File: src/hw/fct_pkg.sv
// Constants, types and register map of the far-end code channel transmitter
package fct_pkg;
   // Register byte addresses
   localparam logic [7:0]  FCT_CODE_BYTE_IDX = 8'h03;
   localparam logic [11:0] FCT_ADDR_CODE     = 12'h00c;
   localparam logic [11:0] FCT_ADDR_MODE     = 12'h040;
   localparam logic [11:0] FCT_ADDR_STATUS   = 12'h044;
   localparam logic [11:0] FCT_ADDR_MASK     = 12'h048;
   // Reset values, codeword flag and last bit index
   localparam logic [7:0]  FCT_CODE_RST      = 8'hff;
   localparam logic [4:0]  FCT_MODE_RST      = 5'h00;
   localparam logic [15:0] FCT_IDLE_WORD     = 16'hffff;
   localparam logic [7:0]  FCT_FLAG          = 8'hff;
   localparam logic [3:0]  FCT_WORD_LAST     = 4'hf;
   // Mode register fields
   localparam int FCT_MODE_CBP = 0;
   localparam int FCT_MODE_E3  = 1;
   localparam int FCT_MODE_EXT = 2;
   localparam int FCT_MODE_ALM = 3;
   // Status bit position
   localparam int FCT_ST_CODE  = 0;

   // Alarm output selections
   typedef enum logic [1:0] {
      FCT_ALM_NONE   = 2'b00,
      FCT_ALM_YELLOW = 2'b01,
      FCT_ALM_AIS    = 2'b10,
      FCT_ALM_ONES   = 2'b11
   } fct_alarm_t;

   // Mode control bits
   typedef struct packed {
      fct_alarm_t alarm_output_select;
      logic       external_cbit_insert;
      logic       e3_framing_select;
      logic       cbit_parity_link_enable;
   } fct_mode_t;

   // Overhead slot interface towards the framer
   typedef struct packed {
      logic m_frame_start;
      logic cbit_slot;
   } fct_slot_t;
endpackage

File: src/hw/fct_serializer.sv
// Codeword serializer, one bit per channel slot
`timescale 1ns/1ps
`default_nettype none
module fct_serializer (
   input  wire logic        pclk,
   input  wire logic        presetn,
   input  wire logic        slot_en,
   input  wire logic        word_ok,
   input  wire logic [7:0]  word_byte,
   output logic             bit_out,
   output logic             word_done
);
   import fct_pkg::*;

   typedef struct packed {
      logic [15:0] sh;
      logic [3:0]  cnt;
   } fct_ser_state_t;

   fct_ser_state_t q, d;

   // Shift on each slot; load a fresh codeword after the last bit
   always_comb begin
      d = q;
      word_done = 1'b0;
      if (slot_en) begin
         d.sh  = {1'b1, q.sh[15:1]};
         d.cnt = q.cnt + 4'h1;
         if (q.cnt == FCT_WORD_LAST) begin
            word_done = 1'b1;
            d.sh = word_ok ? {word_byte, FCT_FLAG} : FCT_IDLE_WORD;
         end
      end
   end
   assign bit_out = q.sh[0];

   // State register
   always_ff @(posedge pclk or negedge presetn) begin
      if (!presetn) begin
         q <= '{sh: FCT_IDLE_WORD, cnt: 4'h0};
      end else begin
         q <= d;
      end
   end
endmodule
`default_nettype wire

File: src/hw/fct_transmitter.sv
// Far-end code channel transmitter with APB registers
//
// The APB register port was chosen for this implementation.
`timescale 1ns/1ps
`default_nettype none
module fct_transmitter (
   input  wire logic              pclk,
   input  wire logic              presetn,
   input  wire logic              psel,
   input  wire logic              penable,
   input  wire logic              pwrite,
   input  wire logic [11:0]       paddr,
   input  wire logic [31:0]       pwdata,
   input  wire logic [3:0]        pstrb,
   output logic [31:0]            prdata,
   output logic                   pready,
   output logic                   pslverr,
   input  wire fct_pkg::fct_slot_t slot,
   output logic                   feac_bit,
   output logic                   feac_bit_valid,
   output logic                   link_irq_n
);
   import fct_pkg::*;

   typedef struct packed {
      logic [7:0]  code;
      logic        pend;
      fct_mode_t   mode;
      logic        status;
      logic        mask;
      logic        sf1;
      logic [1:0]  ccnt;
      logic [31:0] rdata;
      logic        rdy;
      logic        err;
      logic        bit_o;
      logic        bit_v;
      logic        irq_n;
   } fct_state_t;

   fct_state_t q, d;
   logic       wr, rd, hit, slot_en, chan_on, code_ok, done, ser_bit;

   // APB access decode, one wait state
   assign wr  = psel & penable & pwrite & ~q.rdy;
   assign rd  = psel & penable & ~pwrite & ~q.rdy;
   assign hit = paddr == FCT_ADDR_CODE || paddr == FCT_ADDR_MODE ||
                paddr == FCT_ADDR_STATUS || paddr == FCT_ADDR_MASK;

   // Channel gating by framing mode and alarm selection
   assign chan_on = q.mode.cbit_parity_link_enable & ~q.mode.e3_framing_select
                  & (q.mode.alarm_output_select != FCT_ALM_AIS)
                  & (q.mode.alarm_output_select != FCT_ALM_ONES);
   assign code_ok = ~q.code[7] & ~q.code[0];
   // Third C-bit of subframe one
   assign slot_en = slot.cbit_slot & q.sf1 & (q.ccnt == 2'd2);

   fct_serializer u_ser (
      .pclk      (pclk),
      .presetn   (presetn),
      .slot_en   (slot_en),
      .word_ok   (q.pend & code_ok),
      .word_byte (q.code),
      .bit_out   (ser_bit),
      .word_done (done)
   );

   // Next-state logic for registers, slot tracking and outputs
   always_comb begin
      d = q;
      d.rdy = psel & penable & ~q.rdy;
      d.err = psel & penable & ~q.rdy & ~hit;
      // Slot position: first C-bits after M-frame start are subframe one
      if (slot.m_frame_start) begin
         d.sf1  = 1'b1;
         d.ccnt = 2'd0;
      end else if (slot.cbit_slot) begin
         if (q.ccnt == 2'd2) begin
            d.sf1  = 1'b0;
         end else begin
            d.ccnt = q.ccnt + 2'd1;
         end
      end
      // Buffer consumed at codeword load unless rewritten
      if (done) begin
         d.pend = 1'b0;
      end
      if (wr && paddr == FCT_ADDR_CODE && pstrb[0]) begin
         d.code = pwdata[7:0];
         d.pend = 1'b1;
         d.status = 1'b0;
      end
      if (wr && paddr == FCT_ADDR_MODE && pstrb[0]) begin
         d.mode = fct_mode_t'(pwdata[4:0]);
      end
      if (wr && paddr == FCT_ADDR_MASK && pstrb[0]) begin
         d.mask = pwdata[FCT_ST_CODE];
      end
      // Buffer taken by serializer: request next byte; set beats clear
      if (done && q.pend && code_ok && chan_on) begin
         d.status = 1'b1;
      end
      d.rdata = 32'h0;
      if (rd) begin
         case (paddr)
            FCT_ADDR_CODE:   d.rdata = {24'h0, q.code};
            FCT_ADDR_MODE:   d.rdata = {27'h0, q.mode};
            FCT_ADDR_STATUS: d.rdata = {31'h0, q.status};
            FCT_ADDR_MASK:   d.rdata = {31'h0, q.mask};
            default:         d.rdata = 32'h0;
         endcase
      end
      d.bit_o = chan_on ? ser_bit : 1'b1;
      d.bit_v = slot_en & chan_on;
      d.irq_n = ~(q.status & q.mask & q.mode.cbit_parity_link_enable);
   end

   // State register: all fields load their next values every clock
   always_ff @(posedge pclk or negedge presetn) begin
      if (!presetn) begin
         q <= '{code: FCT_CODE_RST, pend: 1'b0, mode: fct_mode_t'(FCT_MODE_RST),
                status: 1'b0, mask: 1'b1, sf1: 1'b0, ccnt: 2'd0, rdata: 32'h0,
                rdy: 1'b0, err: 1'b0, bit_o: 1'b1, bit_v: 1'b0, irq_n: 1'b1};
      end else begin
         q <= d;
      end
   end

   assign prdata         = q.rdata;
   assign pready         = q.rdy;
   assign pslverr        = q.err;
   assign feac_bit       = q.bit_o;
   assign feac_bit_valid = q.bit_v;
   assign link_irq_n     = q.irq_n;
endmodule
`default_nettype wire

File: config.mk
export PLATFORM = sky130hd
export DESIGN_NAME = fct_transmitter
export DESIGN_NICKNAME = d
export VERILOG_FILES = /design/src/hw/fct_pkg.sv /design/src/hw/fct_serializer.sv /design/src/hw/fct_transmitter.sv
export SDC_FILE = /design/constraint.sdc
export NUM_CORES = 1
export LEC_CHECK = 0
export ABC_CLOCK_PERIOD_IN_PS = 2850
export BUFFER_PORTS_ARGS = -buffer_cell sky130_fd_sc_hd__buf_4
export CORE_MARGIN = 2
export CORE_UTILIZATION = 33
export DETAILED_ROUTE_END_ITERATION = 10
export PLACE_DENSITY = 0.53
export RECOVER_POWER = 25
export SYNTH_ARGS = -nofsm -noshare
export SYNTH_HDL_FRONTEND = slang
export SYNTH_SLANG_ARGS = --single-unit
File: constraint.sdc
create_clock -name pclk -period 2.85 [get_ports pclk]
set_input_delay 0.57 -clock pclk [delete_from_list [all_inputs] [get_ports pclk]]
set_output_delay 0.57 -clock pclk [all_outputs]
set_load 0.01 [all_outputs]
After elaboration in Yosys (flattened, before gate mapping)
Index checks and enable logic that the tools add are counted.
- divide/modulo/power cells: 0
- equal/unequal tests: 9
- multipliers: 0
- reduce and logical (&&, ||, !) cells: 18
- shift operators: 0
- muxes and demuxes: 15
- bitwise logic cells: 24
- order comparisons: 0
- add/sub/neg operators: 2
- operator list (cell ; number):
    12-bit by 7-bit equality test with 1-bit output, second input constant ; 3
    16-bit 2-to-1 mux ; 2
    8-bit case mux with 4 select lines ; 1
    1-bit bitwise AND ; 17
    12-bit by 4-bit equality test with 1-bit output, second input constant ; 1
    1-bit logical AND ; 9
    1-bit 2-to-1 mux ; 8
    8-bit 2-to-1 mux ; 1
    2-bit nonzero test ; 4
    1-bit inverter ; 7
    3-bit 2-to-1 mux ; 2
    2-bit != test, second input constant ; 3
    4-bit by 1-bit adder with 4-bit output, second input constant ; 1
    4-bit equality test, second input constant ; 1
    2-bit AND reduction ; 2
    1-bit logical OR ; 3
    2-bit by 1-bit adder with 2-bit output, second input constant ; 1
    2-bit equality test, second input constant ; 1
    2-bit 2-to-1 mux ; 1
- memories kept: 0
- logic and storage cells: 86
- memory bits (read-only): 0
- RAM bits: 0
- bits of input ports: 55
- bits in latches: 0
- output and inout port bits: 37
- flip-flop bits (word level): 76

Logic depth before layout (Yosys ltp)
Gate-level depths: netlist (run 1).
- word-level depth: 7
- mapped depth: 7

By module
From an unflattened synthesis (run 1), not the netlist that was laid out.
- cell total of the unflattened synthesis: 220
- area total of the unflattened synthesis: 2613.8 um^2
- by module, submodules not included (module ; instances ; area each (um^2) ; sequential area each (um^2) ; cells each):
    fct_transmitter ; 1 ; 1624.1 ; 814.5 ; 139
    fct_serializer ; 1 ; 989.7 ; 520.5 ; 81

Worst setup path after synthesis (run 1)
Ideal clock, no wire load.
- path type: input to register
- from: input port paddr[1]
- to: register q[42] in the netlist's numbering
- library setup time: 0.125 ns
- slack: 1.012 ns
- stages: 5
- arrival time: 1.713 ns
- data required time: 2.725 ns
- cells stage by stage: nor4_4 > and4_4 > and2_1 > buf_4 > mux2_2
- word-level cells in the longest chain between the ends: 3
- ends and longest elaborated chain (what ; line ; text):
    start: declaration ; fct_transmitter.sv:12 ; input wire logic [11:0] paddr,
    12-bit by 7-bit equality test with 1-bit output ; fct_transmitter.sv:93 ; if (wr && paddr == FCT_ADDR_MODE && pstrb[0]) begin
    1-bit logical AND (2 in series) ; fct_transmitter.sv:93 ;
    end signal: assignment ; fct_transmitter.sv:121 ; q <= '{code: FCT_CODE_RST, pend: 1'b0, mode: fct_mode_t'(FCT_MODE_RST),
    end: declaration ; fct_transmitter.sv:41 ; fct_state_t q, d;
No other way between the ends.
A chain may end at the register's enable or synchronous reset.

Worst setup path in the final report (run 1)
Same ends and word-level chain as after synthesis.

==> flow_metrics.tcl, run 1 <==
set metrics [dict create \
    fp.coreArea_sq_mm 0.00725 \
    die_area_sq_mm 0.00824 \
    grt_overflow_total 0 \
    cpPeakStageDelay_ns 0.37 \
    clkPwrFrac_pct 25.8 \
    post_synth.cell_area_avg_sq_um 11.8 \
    detailed_place_hpwl_um 2990 \
    yosysSeqAreaShare_pct 53.8 \
    cts_root_buf "sky130_fd_sc_hd__clkbuf_8" \
    post_cts_buffers 0 \
    path_class "primary input to flop" \
    fmaxAchievable_ghz 0.555 \
    boundaryPins 92 \
    finalSetupTns_ns 0 \
    track_usage_pct 10.7 \
    globalplace.congestion 0.704 \
    synth-async-reset-ratio_pct 100 \
    worst_setup_hold_path_clk_slew_ns 0.09 \
    p_comb_share_pct 14.5 \
    power.share.switching_pct 24.0 \
    grt_max_degree 53 \
    cts_made_buffers 5 \
    number_of_global_route_vias_before_repair 1460 \
    timing.critical_path.cells "buf_4 -> nor4_4 -> and4_4 -> and2_1 -> mux2_2" \
    netlist.area_leader.share_pct 28.6 \
    setup_viol_count_final 0 \
    layout-drive-gt1-share_pct 38.9 \
    cts_hold_buf 0 \
    postLayoutCoreUtil_pct 38.6 \
    synthesis.area_sq_mm 0.00248 \
    antenna_found_initial 0 \
    wirelength_um 4110 \
    numClockSinks 52 \
    number_of_nets_in_the_layout 300 \
    tritoncts "built" \
    p_sw_uw 391 \
    antenna-diode-count 0 \
    final_hold_viol_count 0 \
    synthCells 210 \
    floorplan.rows 31 \
    cp.arrival_ns 1.99 \
    timing.hold.worst.class "primary input to flop" \
    power_leakage_nw 1.27 \
    status "complete, no violations" \
    power_dens_cells_mw_per_mm2 581 \
    cell_type_of_the_slowest_stage_on_the_worst_timing_path "sky130_fd_sc_hd__mux2_2" \
    h_tree_lvl_count 2 \
    grt_pass1_wl_um 7030 \
    area_overhead_of_the_layout_relative_to_synthesis_pct 12.8 \
    worst_pin_slew_ns 1.23 \
    synth_commonest_cells "sky130_fd_sc_hd__buf_4, sky130_fd_sc_hd__dfstp_2, sky130_fd_sc_hd__dfrtp_1" \
    wire_per_inst_um 12.0 \
    endpoint_kind "flop" \
    period_needed_ns 1.80 \
    yosys_warnings 0 \
    synth_top_flop_cell "sky130_fd_sc_hd__dfstp_2" \
    initial_core_util_pct 34.2 \
    maxSlewHeadroom_pct 18.3 \
    yosys-top-cells-area "sky130_fd_sc_hd__dfstp_2, sky130_fd_sc_hd__dfrtp_1, sky130_fd_sc_hd__buf_4, sky130_fd_sc_hd__mux2_4, sky130_fd_sc_hd__o22a_1" \
    synth.most_common_cell "sky130_fd_sc_hd__buf_4" \
    portBuffers 40 \
    ff2ff_setup_slack_ns 1.07 \
    remaining_drc_errors 0 \
    synth-edff-count 0 \
    cap_violations 0 \
    seq_power_share_pct 59.6 \
    worst_setup_path_start_kind "primary input" \
    worstSkewPairLatency_ns 0.30 \
    die_h_um 90.8 \
    cts_resized 0 \
    cp.required_ns 3.03 \
    die_x_um 90.8 \
    rsz_0062_raised_after_global_routing "false" \
    synth_cell_type_count 44 \
    via_count 1504 \
    worst-path-max-fanout 5 \
    synth_top_area_cell "sky130_fd_sc_hd__dfstp_2" \
    dr.first_iter.drc_count 66 \
    ys_ff_latch 52 \
    slew_violations 0 \
    vdd_ir_drop_max_v 0.000197 \
    finalCritPeriodShare_pct 63.2 \
    p_int_mw 1.24 \
    skew_ns 0.00464 \
    dr.pass1.iters 4 \
    clockBufferDepth 2 \
    detail_routed_via_count_per_cell 4.38 \
    ant_nets 0 \
]
==> final cells by class <==
type | instances | area (sq um)
fill | 721 | 4450
inverter | 3 | 11.3
tap | 99 | 124
clock buffer | 8 | 90.1
sequential | 52 | 1340
timing repair buffer | 41 | 305
multi-input combinational | 140 | 936
==> cells by family (layout without fill, tap and decap cells) <==
family | count (synthesis) | in the layout | share of synthesized area (%)
muxes | 15 | 15 | 7.96
xor gates and xnor gates | 4 | 4 | 1.41
adders and majority gates | 2 | 2 | 1.01
other | 1 | 24 | 0.151
AOI/OAI and AO/OA | 33 | 33 | 9.07
and+or+nand+nor | 62 | 62 | 15.1
DFF | 52 | 52 | 53.8
buffers and inverters | 41 | 52 | 11.5
==> flip-flops by register name (all words and copies together) (netlist names) <==
name / cells
feac_bit: 1
u_ser.q: 19
prdata: 8
pslverr: 1
pready: 1
link_irq_n: 1
u_ser.bit_out: 1
q: 19
feac_bit_valid: 1
==> critical path, delay by kind of cell <==
family	cells	cell delay, ns
buf+inv	1	0.12
simple gates	3	0.93
mux	1	0.37
==> final timing paths <==
path / endpoint / start / cells past startpoint
max reg2reg: q[42]$_DFFE_PN0P_ / pready$_DFF_PN0_ / 5
min in group asynchronous: prdata[5]$_DFF_PN0_ / presetn / 1
min reg2reg: u_ser.q[19]$_DFFE_PN1N_ / u_ser.q[19]$_DFFE_PN1N_ / 2
max in group asynchronous: feac_bit_valid$_DFF_PN0_ / presetn / 1
min: q[38]$_DFFE_PN0P_ / slot[1] / 2
max: q[42]$_DFFE_PN0P_ / paddr[1] / 5
==> power by group through the flow <==
stage | combinational [mW] | sequential, mW | clock, mW
4_1_cts | 0.244 | 0.972 | 0.443
3_5_place_dp | 0.242 | 0.984 | 0
3_3_place_gp | 0.237 | 0.982 | 0
2_1_floorplan | 0.193 | 0.969 | 0
6_report | 0.237 | 0.971 | 0.421
5_1_grt | 0.273 | 0.991 | 0.473
==> cell usage in the layout (no fill, tap or decap), drive strengths merged, types with 3 or more instances in the layout <==
cell type / instances
a22oi: 4
and2: 4
and3: 4
buf: 40
clkbuf: 9
conb: 24
dfrtp: 25
dfstp: 27
inv: 3
mux2: 14
nand2: 18
nand3: 6
nor2: 14
o21ai: 9
o22a: 8
o22ai: 6
xnor2: 4
==> metal layers <==
metal	global-route usage [%]	wire length (um)	part of all wire [%]	vias up
li1	-	-	-	737
met1	13.6	1870	46	729
met2	17.4	2020	49	33
met3	3.26	181	4.4	5
met4	3.46	38	0.93	0
met5	0	0	0	-
==> through the flow <==
stage	setup slack (ns)	power [mW]	instances	hold slack, ns	instance area, sq um
2_1_floorplan	1.01	1.16	233	0.274	2570
3_3_place_gp	0.711	1.22	335	0.451	2730
3_5_place_dp	0.713	1.23	335	0.451	2730
4_1_cts	1.04	1.66	343	0.306	2820
5_1_grt	0.910	1.74	343	0.430	2800
6_report	1.05	1.63	343	0.437	2800
Power figures use the tool's default switching activity.
==> run 2, diff against run 1 <==
Settings changed: ABC_AREA set to 1, ABC_CLOCK_PERIOD_IN_PS 2850 to 1800, PLACE_DENSITY 0.53 to 0.52.
Clock period 2.85 ns to 1.8 ns, I/O delays scaled along.
==> run 2 against run 1 <==
Sequential share of layout area is 4.3 points lower; largest cell class unchanged; die area is 8.7% higher; highest routed layer unchanged; final cell count is 26% higher; first-iteration DRC count is 1.5% lower; via count is 22% higher; combinational power is 85% higher; wire length is 17% higher; clock skew is 0.0049 ns higher; global-route usage is 0.97 points higher.
==> flow_metrics.tcl, run 2 <==
set metrics [dict create \
    tritoncts "built" \
    finalCritPeriodShare_pct 84.4 \
    track_usage_pct 11.7 \
    placed_area_sq_mm 0.00299 \
    wire_per_inst_um 11.1 \
    cts_resized 0 \
    dr.first_iter.drc_count 65 \
    ys_ff_latch 52 \
    cts_root_buf "sky130_fd_sc_hd__clkbuf_8" \
    cp.arrival_ns 1.72 \
    antenna_found_initial 0 \
    synth_commonest_cells "sky130_fd_sc_hd__nand2_1, sky130_fd_sc_hd__buf_4, sky130_fd_sc_hd__inv_1" \
    fmaxAchievable_ghz 0.658 \
    cp.required_ns 2.00 \
    synth_cell_type_count 37 \
    final_hold_viol_count 0 \
    timing.hold.worst.class "primary input to flop" \
    number_of_global_route_vias_before_repair 1813 \
    endpoint_kind "flop" \
    worst_pin_slew_ns 1.24 \
    synth.most_common_cell "sky130_fd_sc_hd__nand2_1" \
    cap_violations 0 \
    yosys_warnings 0 \
    detail_routed_via_count_per_cell 4.25 \
    layout_common_cells "sky130_fd_sc_hd__nand2_1, sky130_fd_sc_hd__buf_4, sky130_fd_sc_hd__inv_1, sky130_fd_sc_hd__dfstp_2, sky130_fd_sc_hd__dfrtp_1" \
    final-instance-count-excl-fill 432 \
    cpPeakStageDelay_ns 0.39 \
    h_tree_lvl_count 2 \
    wirelength_um 4810 \
    vdd_ir_drop_max_v 0.000333 \
    maxSlewHeadroom_pct 17.4 \
    postLayoutCoreUtil_pct 38.0 \
    synthCells 288 \
    timing.critical_path.cells "inv_1 -> ha_1 -> nand2_2 -> nor2_4 -> buf_4 -> nand4_1 -> xnor2_1" \
    yosysSeqAreaShare_pct 49.3 \
    rsz_0062_raised_after_global_routing "false" \
    ant_nets 0 \
    die_area_sq_mm 0.00895 \
    post_cts_buffers 0 \
    globalplace.congestion 0.744 \
    pre_cts_ws_ns 0.273 \
    synth-async-reset-ratio_pct 100 \
    path_class "flop to flop" \
    clockBufferDepth 2 \
    area_overhead_of_the_layout_relative_to_synthesis_pct 13.5 \
    via_count 1834 \
    die_h_um 94.6 \
    antenna-diode-count 0 \
    netlist.area_leader.share_pct 26.2 \
    worst_setup_hold_path_clk_slew_ns 0.09 \
    mostFrequentLayoutCell "sky130_fd_sc_hd__nand2_1" \
    timing.critical_path.max_delay_family "flip-flops" \
    status "complete, no violations" \
    worstSkewPairLatency_ns 0.31 \
    worst_setup_path_start_kind "flop" \
    yosys-top-cells-area "sky130_fd_sc_hd__dfstp_2, sky130_fd_sc_hd__dfrtp_1, sky130_fd_sc_hd__buf_4, sky130_fd_sc_hd__nand2_1, sky130_fd_sc_hd__inv_1" \
    final.setup.worst_slack_ns 0.281 \
    cp_num_buf_inv 2 \
    grt_pass1_wl_um 8270 \
    dr.pass1.iters 4 \
    boundaryPins 92 \
    power_dens_cells_mw_per_mm2 878 \
    layout-drive-gt1-share_pct 36.4 \
    skew_ns 0.00953 \
    grt_overflow_total 0 \
    power_leakage_nw 1.54 \
    layout.cell_area.non_filler_sq_mm 0.00308 \
    grt_max_degree 53 \
    remaining_drc_errors 0 \
    detailed_place_hpwl_um 3580 \
    worst-path-max-fanout 12 \
    synthesis.area_sq_mm 0.00271 \
    die_x_um 94.6 \
    number_of_nets_in_the_layout 383 \
    power_mw 2.70 \
    post_synth.cell_area_avg_sq_um 9.41 \
    floorplan.rows 33 \
    finalHoldWorstSlack_ns 0.230 \
    synth-edff-count 0 \
    fp.coreArea_sq_mm 0.00809 \
    slew_violations 0 \
    cell_type_of_the_slowest_stage_on_the_worst_timing_path "sky130_fd_sc_hd__dfrtp_1" \
    ff2ff_setup_slack_ns 0.28 \
    finalSetupTns_ns 0 \
    numPlacedInstances 424 \
    cts_made_buffers 5 \
    period_needed_ns 1.52 \
    setup_viol_count_final 0 \
    synth_top_flop_cell "sky130_fd_sc_hd__dfstp_2" \
    cts_hold_buf 0 \
    portBuffers 40 \
    synth_top_area_cell "sky130_fd_sc_hd__dfstp_2" \
    initial_core_util_pct 33.5 \
    numClockSinks 52 \
]
-- run 2: kinds of logic after synthesis --
logic type,synth area share [%]
and+or+nand+nor,24.6
buffers and inverters,14.9
DFF,49.3
AOI/OAI and AO/OA,9.23
xor gates and xnor gates,0.970
adders and majority gates,0.923
other,0.138
-- run 2: area by class of cell --
class | count | area, sq um
Sequential cell | 52 | 1340
Tap cell | 105 | 131
Timing Repair Buffer | 43 | 320
Clock inverter | 3 | 23.8
Inverter | 36 | 139
Clock buffer | 5 | 68.8
Multi-Input combinational cell | 188 | 1060
Fill cell | 863 | 5020
-- run 2: path summary, 6_finish.rpt --
check	from	end	cells past startpoint
max reg2reg	q[37]$_DFFE_PN0P_	u_ser.q[3]$_DFFE_PN0N_	7
min in group asynchronous	presetn	u_ser.q[2]$_DFFE_PN0N_	1
min	slot[1]	q[38]$_DFFE_PN0P_	2
max in group asynchronous	presetn	feac_bit_valid$_DFF_PN0_	1
min reg2reg	u_ser.q[5]$_DFFE_PN1N_	u_ser.q[5]$_DFFE_PN1N_	2
max	q[37]$_DFFE_PN0P_	u_ser.q[3]$_DFFE_PN0N_	7
-- run 2: per-layer routing --
| metal | track usage (%) | share of wire (%) |
|---|---|---|
| met5 | 0 | 0 |
| met4 | 3.62 | 1.3 |
| met2 | 18.9 | 45 |
| met3 | 2.23 | 4.9 |
| met1 | 15.9 | 49 |
-- run 2: report_power, final --
| part | internal, mW | switching, mW |
|---|---|---|
| combinational | 0.211 | 0.228 |
| sequential | 1.48 | 0.114 |
| clock | 0.276 | 0.397 |
| total | 1.96 | 0.739 |
